===== src/verilog/ldi_pkg.sv =====
// Constants of the LED driver interrupt unit: register addresses, field
// positions, reset values and the auto-clear timing.
// Assumes a 25 MHz core clock; the serial slave supplies byte accesses.
`default_nettype none

package ldi_pkg;

    // ------------------------------------------------------------------
    // Register addresses
    // ------------------------------------------------------------------
    localparam logic [7:0] ADDR_ENABLES = 8'hf0;    // Interrupt enables, write only
    localparam logic [7:0] ADDR_FLAGS   = 8'hf1;    // Interrupt flags, read only

    // ------------------------------------------------------------------
    // Enable register fields
    // ------------------------------------------------------------------
    localparam int EN_WIDTH          = 4;           // Bits 7..4 unused
    localparam int EN_OPEN_BIT       = 0;           // Open dot source
    localparam int EN_SHORT_BIT      = 1;           // Short dot source
    localparam int EN_BREATH_BIT     = 2;           // Breath loop source
    localparam int EN_AUTO_CLEAR_BIT = 3;           // Pin auto release
    localparam logic [3:0] EN_RESET = 4'h0;         // All sources off

    // ------------------------------------------------------------------
    // Flag register fields
    // ------------------------------------------------------------------
    localparam int FL_WIDTH          = 5;           // Bits 7..5 unused
    localparam int FL_OPEN_BIT       = 0;
    localparam int FL_SHORT_BIT      = 1;
    localparam int FL_PATTERN_LO_BIT = 2;           // Patterns one..three at 2..4
    localparam int PATTERN_COUNT     = 3;
    localparam logic [4:0] FL_RESET  = 5'h00;
    localparam logic [7:0] READ_IDLE = 8'h00;       // Answer for other addresses

    // ------------------------------------------------------------------
    // Timing
    // ------------------------------------------------------------------
    localparam int CLK_HZ            = 25_000_000;  // Core clock, 40 ns
    localparam int AUTO_CLEAR_MS     = 8;           // Low time of the pin that starts the auto release
    localparam int AUTO_CLEAR_CYCLES = (CLK_HZ / 1000) * AUTO_CLEAR_MS;
    localparam int TIMER_WIDTH       = 18;          // Holds 200000

endpackage : ldi_pkg

`default_nettype wire


===== src/verilog/ldi_low_timer.sv =====
// Low-time timer for the interrupt pin.
// Assumes i_run is a registered level in the same clock domain.
`default_nettype none

module ldi_low_timer #(
    parameter int WIDTH = 18,                       // Counter width
    parameter int LIMIT = 200000                    // Cycles before expiry
) (
    input  wire logic i_clk,
    input  wire logic i_resetn,
    input  wire logic i_run,                        // Pin held low and auto-clear on
    output var  logic o_expired                     // One-cycle pulse
);

    // ------------------------------------------------------------------
    // Counter
    // ------------------------------------------------------------------
    logic [WIDTH-1:0] count_reg;                    // Cycles spent low so far
    logic [WIDTH-1:0] count_next;

    // Restart whenever the pin leaves the low state or expiry fired,
    // so a fresh interrupt gets a full window again
    always_comb begin
        if (!i_run || o_expired) begin
            count_next = '0;
        end else begin
            count_next = count_reg + WIDTH'(1);
        end
    end

    // Count register
    always_ff @(posedge i_clk) begin
        if (!i_resetn) begin
            count_reg <= '0;
        end else begin
            count_reg <= count_next;
        end
    end

    // Expiry pulse once the low time has exceeded the limit
    always_ff @(posedge i_clk) begin
        if (!i_resetn) begin
            o_expired <= 1'b0;
        end else begin
            o_expired <= i_run && !o_expired && (count_reg == WIDTH'(LIMIT));
        end
    end

endmodule : ldi_low_timer

`default_nettype wire


===== src/verilog/ldi_irq_unit.sv =====
// Interrupt enable and flag logic of the LED matrix driver.
// Assumes the serial slave gives one-cycle read and write strobes with a
// byte address, and event sources give one-cycle pulses, all on i_clk.
// Event inputs are taken as levels; a held input keeps its flag set.
`default_nettype none

// Notes on behaviour
// - Enable bits 7..4 unused, all reset zero
// - Auto-clear releases pin after 8 ms low
// - Breath completion interrupts only when enabled
// - Short interrupts only when short enabled
// - Open interrupts only when open enabled
// - Read-only flags, patterns 4..2, short, open
// - One finish flag per breathing pattern
// - Finish flag reads one once finished
// - Short flag reads one after any short
// - Open flag reads one after open detected
module ldi_irq_unit
    import ldi_pkg::*;
#(
    parameter int AUTO_CLEAR_LIMIT = AUTO_CLEAR_CYCLES  // Shorten for simulation
) (
    input  wire logic       i_clk,
    input  wire logic       i_resetn,
    input  wire logic [7:0] i_addr,                 // Register address
    input  wire logic       i_wr_en,                // Write strobe
    input  wire logic [7:0] i_wr_data,              // Write byte
    input  wire logic       i_rd_en,                // Read strobe
    input  wire logic [2:0] i_pattern_done,         // Breath loop finished, per pattern
    input  wire logic       i_short_event,          // Short detected on a dot
    input  wire logic       i_open_event,           // Open detected on a dot
    output var  logic [7:0] o_rd_data,              // Read byte, valid after strobe
    output var  logic [3:0] o_enables,              // Enable bits for the core
    output var  logic       o_irq_pin_n             // Interrupt pin, active low
);

    // ------------------------------------------------------------------
    // Declarations
    // ------------------------------------------------------------------
    logic [3:0] enables_reg;                        // Interrupt enables
    logic [4:0] flags_reg;                          // Sticky flags
    logic [4:0] flags_next;
    logic [4:0] flag_set;                           // Events this cycle
    logic [4:0] flag_mask;                          // Enables spread to flags
    logic       flag_clear;                         // Read or auto release
    logic       irq_active;                         // Any enabled flag set
    logic       irq_pin_reg;
    logic [7:0] rd_data_reg;
    logic       timer_run;
    logic       timer_expired;
    logic       enables_write;                      // Write strobe aimed at the enables
    logic       flags_read;                         // Read strobe aimed at the flags

    // ------------------------------------------------------------------
    // Address decode
    // ------------------------------------------------------------------

    // Strobe qualified by one register address; every access arrives as
    // a single-cycle strobe, so no hold-off is needed here
    function automatic logic strobe_hits(
        input logic       strobe,
        input logic [7:0] addr,
        input logic [7:0] target
    );
        return strobe && (addr == target);
    endfunction

    // Decoded once and shared by the register, clear and read paths
    assign enables_write = strobe_hits(i_wr_en, i_addr, ADDR_ENABLES);
    assign flags_read    = strobe_hits(i_rd_en, i_addr, ADDR_FLAGS);

    // ------------------------------------------------------------------
    // Enable register
    // ------------------------------------------------------------------

    // Only the four low bits are kept; upper write bits are dropped
    // unused bits dropped, zero reset
    always_ff @(posedge i_clk) begin
        if (!i_resetn) begin
            enables_reg <= EN_RESET;
        end else if (enables_write) begin
            enables_reg <= i_wr_data[EN_WIDTH-1:0];
        end
    end

    // ------------------------------------------------------------------
    // Flags
    // ------------------------------------------------------------------

    // Flags record events whatever the enables; the source enables only gate the
    // pin, so a polling host still sees masked events
    // one flag per pattern
    assign flag_set = {i_pattern_done, i_short_event, i_open_event};

    // Reading the flags acknowledges them; auto release also drops them,
    // otherwise the pin would fall again on the very next cycle.
    // Limitation: an auto release also loses events the host never read
    assign flag_clear = flags_read || timer_expired;

    always_comb begin
        flags_next = flags_reg;
        if (flag_clear) begin
            flags_next = FL_RESET;
        end
        flags_next = flags_next | flag_set;
    end

    // Flag register
    always_ff @(posedge i_clk) begin
        if (!i_resetn) begin
            flags_reg <= FL_RESET;
        end else begin
            flags_reg <= flags_next;
        end
    end

    // ------------------------------------------------------------------
    // Interrupt pin
    // ------------------------------------------------------------------

    assign flag_mask = {{PATTERN_COUNT{enables_reg[EN_BREATH_BIT]}},
                        enables_reg[EN_SHORT_BIT], enables_reg[EN_OPEN_BIT]};

    assign irq_active = |(flags_reg & flag_mask);

    // Registering the pin costs a cycle of latency but keeps decode
    // glitches off the pad
    // Pin register, released high out of reset
    always_ff @(posedge i_clk) begin
        if (!i_resetn) begin
            irq_pin_reg <= 1'b1;
        end else begin
            irq_pin_reg <= !irq_active;
        end
    end

    // time the pin only with auto-clear on
    assign timer_run = !irq_pin_reg && enables_reg[EN_AUTO_CLEAR_BIT];

    // Held at zero while auto-clear is off, so enabling it gives a full window
    // Low-time counter for the auto release
    ldi_low_timer #(
        .WIDTH (TIMER_WIDTH),
        .LIMIT (AUTO_CLEAR_LIMIT)
    ) u_low_timer (
        .i_clk     (i_clk),
        .i_resetn  (i_resetn),
        .i_run     (timer_run),
        .o_expired (timer_expired)
    );

    // ------------------------------------------------------------------
    // Read port
    // ------------------------------------------------------------------

    // Read byte holds until the next strobe, so the slave may shift it out late
    // flags in low bits, upper zero
    always_ff @(posedge i_clk) begin
        if (!i_resetn) begin
            rd_data_reg <= READ_IDLE;
        end else if (i_rd_en) begin
            // The enable register is write only and reads as zero
            rd_data_reg <= flags_read ? {3'h0, flags_reg} : READ_IDLE;
        end
    end

    assign o_rd_data   = rd_data_reg;
    assign o_enables   = enables_reg;
    assign o_irq_pin_n = irq_pin_reg;
endmodule : ldi_irq_unit

`default_nettype wire


===== config.mk =====
export PLATFORM = sky130hd
export DESIGN_NAME = ldi_irq_unit
export DESIGN_NICKNAME = d
export VERILOG_FILES = /design/src/verilog/ldi_pkg.sv /design/src/verilog/ldi_low_timer.sv /design/src/verilog/ldi_irq_unit.sv
export SDC_FILE = /design/constraint.sdc
export NUM_CORES = 1
export LEC_CHECK = 0
export ABC_AREA = 0
export CAP_MARGIN = 20
export CORE_MARGIN = 4
export CORE_UTILIZATION = 45
export DETAILED_ROUTE_END_ITERATION = 10
export DONT_BUFFER_PORTS = 1
export SYNTH_ARGS = -nofsm -noshare
export SYNTH_HDL_FRONTEND = slang
export SYNTH_HIERARCHICAL = 1
export SYNTH_SLANG_ARGS = --single-unit

===== constraint.sdc =====
create_clock -name i_clk -period 2 [get_ports i_clk]
set_input_delay 0.4 -clock i_clk [delete_from_list [all_inputs] [get_ports i_clk]]
set_output_delay 0.4 -clock i_clk [all_outputs]
set_load 0.02 [all_outputs]

; Yosys cells after proc, flatten, opt, wreduce, memory -nomap -nowiden
; Cells that the tools add are included.
[classes]
add_sub_neg = 1
n_mul = 0
div_mod_pow = 0
order_cmp = 0
eq_ne = 3
shifts = 0
mux = 2
bitwise = 3
n_reduce_logical = 13
[op_table]
columns = op, count
row1 = adder 18 x 1 -> 18 bit (second input constant), 1
row2 = equality test 18 bit (second input constant), 1
row3 = equality test 8 bit (second input constant), 2
row4 = two-way mux 5 bit, 2
row5 = bitwise AND 5 bit, 1
row6 = logical AND 1 bit, 5
row7 = OR 5 bit, 1
row8 = OR reduction 5 bit, 1
row9 = logical NOT 1 bit, 4
row10 = logical OR 1 bit, 2
row11 = OR reduction 2 bit, 1
row12 = NOT 1 bit, 1
[totals]
ff_bits = 37
latchBits = 0
ram_bits = 0
romBits = 0
out_inout_bits = 13
memories = 0

; Longest topological paths before layout
[depth]
word_depth = 5
mapped_depth = 6
ltp_nobuf = 5

; Hierarchy
; The synthesis kept the hierarchy.
[by_module_without_submodules]
columns = mod, n_inst, cells_per_inst, area_per_inst_um2, seq_area_each_um2
row1 = ldi_low_timer, 1, 103, 872.1, 380.4
row2 = ldi_irq_unit, 1, 56, 644.4, 300.3

; Worst setup path before layout
; Ideal clock, no wire load.
[synth_timing]
kind = register -> register
start = register enables_reg[3] (netlist: o_enables[3])
end = register u_low_timer.count_reg[17]
arrival_time_ns = 1.431
path_slack_ns = 0.497
path_stages_with_launch = 7
path_buffers = 1
period_less_slack_ns = 1.503
path_cell_list = dfxtp_1 -> nor2b_1 -> nand2_1 -> or2_2 -> clkbuf_1 -> or2_2 -> mux2i_1
[synth_between]
elab_chain_len = 4
[synth_rtl]
columns = item, line
row1 = start: declaration, ldi_irq_unit.sv:40  ; logic [3:0] enables_reg;
row2 = start signal: assignment, ldi_irq_unit.sv:82  ; enables_reg <= i_wr_data[EN_WIDTH-1:0];
row3 = logical AND 1 bit, ldi_irq_unit.sv:138  ; assign timer_run = !irq_pin_reg && enables_reg[EN_AUTO_CLEAR_BIT];
row4 = net timer_run, ldi_irq_unit.sv:49  ; logic timer_run;
row5 = logical NOT 1 bit, ldi_low_timer.sv:24  ; if (!i_run || o_expired) begin
row6 = logical OR 1 bit, ldi_low_timer.sv:24
row7 = OR reduction 2 bit (no source line), n/a
row8 = end signal: assignment, ldi_low_timer.sv:36  ; count_reg <= count_next;
row9 = end: declaration, ldi_low_timer.sv:18  ; logic [WIDTH-1:0] count_reg;
; The timed path passes the listed nets, and every way through them passes these cells.
; A chain may end at the register's enable or synchronous reset.

; Worst setup path after layout
[layout_timing]
start = register u_low_timer.count_reg[0]
end = register u_low_timer.count_reg[14]
[layout_between]
elab_chain_len = 1
[layout_rtl]
columns = item, line
row1 = adder 18 x 1 -> 18 bit, ldi_low_timer.sv:27  ; count_next = count_reg + WIDTH'(1);
; No other way between the ends.

==> flow_summary.yaml <==
timing:
  max_freq_ghz: 0.609
  period_minus_slack_ns: 1.64
  setup_violations: 0
  rsz0062_at_grt: "no"
  fin_crit_sh_pct: 82.2
  finalWorstSetupSlack_ns: 0.357
  tightestPinTransition_ns: 0.556
  tns_ns: 0
  max_slew_margin_pct: 62.6
  skew_ns: 0.00718
  finalMaxSlewViolations: 0
  hold_viol_final: 0
  holdWs_ns: 0.147
global_routing:
  antenna_found_initial: 0
  grt_pass1_wl_um: 5040
  grt_pass1_vias: 1068
  grt_usage_pct: 15.5
  grt_max_degree: 23
  grt-ovfl-total: 0
finish:
  n_antenna_cell: 0
  stdcell_count: 207
  multi_input_comb_area_um2: 771
  final_util_pct: 51.5
  nets: 189
  drive_above_1_share_pct: 11.7
  seq_area_um2: 681
  syn2layout_area_growth_pct: 6.27
  fill_cells: 297
  largest_register_ffs: 18
placement:
  globalplace.congestion: 0.766
  placedCellCount: 199
  dpl.hpwl_um: 2250
  io_buffer_count: 0
  pre_cts_slack_ns: 0.359
min_path:
  whs_endpoint: "o_irq_pin_n"
  hp-class: "in -> reg"
  whs_path_depth: 1
  min_from: "i_resetn"
clock_tree:
  post_cts_buffers: 0
  cts_tree: "done"
  root_buffer: "clkbuf_4"
  htree_levels: 2
  clkTransAtPathRegs_ns: 0.10
  insertion_delay_ns: 0.33
  cts.hold.buffers_added: 0
  postCtsResizedCells: 0
  cts_buffer_depth: 2
  cts_inserted_buffers: 5
  clkSinkCount: 34
detailed_routing:
  firstDrtPassIters: 4
  wl_um: 3030
  ant_nets: 0
  wl_per_cell_um: 14.6
  vias_per_cell: 5.50
  drc: 0
  num_vias: 1138
  drt_iter0_markers: 66
logic_synthesis:
  yosys.area.top_type: "dfxtp_1"
  yosysTopAreaCellShare_pct: 44.9
  netlist_area_um2: 1520
  syn_area_per_cell_um2: 9.54
  ys_ff_latch: 34
  yosysSeqAreaShare_pct: 44.9
  yosys_warnings: 6
  synthTopCellsByArea: "dfxtp_1, a32o_1, xnor2_1"
  yosysUniqueCellTypes: 38
  syn-instance-count: 159
worst_setup_path:
  arrival_ns: 1.87
  critPathKind: "reg -> reg"
  reg2reg_depth: 5
  cp_cell_sequence: "ha_1, nand3_1, nor4_1, xnor2_1, nor2_1"
  critPathMaxStageDelay_ns: 0.42
  cp.required_ns: 2.22
  end_kind: "register"
  r2r-start: "u_low_timer/count_reg[0]"
  start_kind: "register"
  cpLargestDelayFamily: "simple AND/OR/NAND/NOR gates"
  cp_num_buf_inv: 0
  timing.rr.end: "u_low_timer/count_reg[14]"
  crit_slowest_cell: "dfxtp_1"
  cp_max_fo: 8
  reg2reg_slack_ns: 0.36
power:
  p_per_area_nw_per_um2: 694
  leakage_nw: 0.506
  ir_drop_uv: 489
floorplanning:
  die_w_um: 66.1
  core.rowCount: 20
  dieArea_um2: 4360
  start_util_pct: 48.5
  core_um2: 3130
  pin_count: 38
  die_h_um: 66.1
outcome:
  outcome: "complete, no violations"
job:
  drv_cap: 0
worst max path at each step:
stage	slack [ns]	from	depth (start not counted)	to
after global routing	0.16	u_low_timer/count_reg[0]	5	u_low_timer/count_reg[14]
after detailed placement	0.36	u_low_timer/count_reg[0]	5	u_low_timer/count_reg[14]
final	0.36	u_low_timer/count_reg[0]	5	u_low_timer/count_reg[14]
after global placement	0.39	u_low_timer/count_reg[0]	5	u_low_timer/count_reg[14]
after floorplan	0.50	o_enables[3]	6	u_low_timer/count_reg[17]
after CTS	0.34	u_low_timer/count_reg[0]	5	u_low_timer/count_reg[14]
cells in the mapped netlist:
library cell  number
or3_2              1
nor4_4             1
nand2_1           16
nor4_1             6
ha_1               2
nand4_1            3
xnor2_1           10
nand4b_1           1
or2_2              2
o21ai_0            3
nand4bb_4          1
clkbuf_1           4
nand3b_4           1
xor2_1             1
nor4b_1            1
nor3_1             4
nand4_2            1
o31ai_1            1
o31a_1             1
or3_1              2
nor2_1            16
and2_1             1
or4_1              2
inv_1              8
a21oi_1            3
nand3_2            1
nor3_2             1
a32o_1            10
a22o_1             1
buf_4              3
nor2b_1            3
nand3_1            5
dfxtp_1           34
or3_4              1
buf_2              1
a211o_1            1
conb_1             1
mux2i_1            5
stage by stage:
step / total power (W) / cell area (um^2)
2_1_floorplan: 0.000744 / 1520
3_3_place_gp: 0.000740 / 1550
3_5_place_dp: 0.000741 / 1550
4_1_cts: 0.00113 / 1610
5_1_grt: 0.00117 / 1610
6_report: 0.00112 / 1610
power by group:
part / switching (W) / leakage [nW] / internal [W]
logic: 0.0000142 / 0.195 / 0.0000149
clock network: 0.000222 / 0.0353 / 0.000170
registers: 0.0000104 / 0.276 / 0.000686
total: 0.000246 / 0.506 / 0.000871
per-layer routing:
metal  share of wire [%]  global-route usage, %  routed length [um]
met3                 4.7                   4.59                 143
met5                   0                      0                   0
met4                 2.8                   9.14                  85
met1                  46                   20.0                1390
met2                  46                   22.7                1400
final cells by class:
cell class,count,share of cell area [%]
inverter,8,1.86
timing repair buffer,2,0.932
sequential,34,42.2
tap,44,3.42
clock buffer,7,3.42
multi-input combinational,111,47.8
clock inverter,1,0.311
cell families after synthesis:
group | share of synthesized area (%)
xor+xnor | 6.35
mux | 3.30
fa+ha+maj | 1.65
flops | 44.9
other cells | 0.247
compound gates | 10.8
simple gates | 28.0
buf+inv | 4.78
layout by cell type (no fill, tap or decap), drive strengths merged, types with 4 or more instances in the layout:
cell,instances
a32o,10
clkbuf,7
dfxtp,34
inv,8
mux2i,5
nand2,16
nand3,6
nand4,4
nor2,16
nor3,5
nor4,7
or3,4
xnor2,10
(Power assumes the default switching activity.)
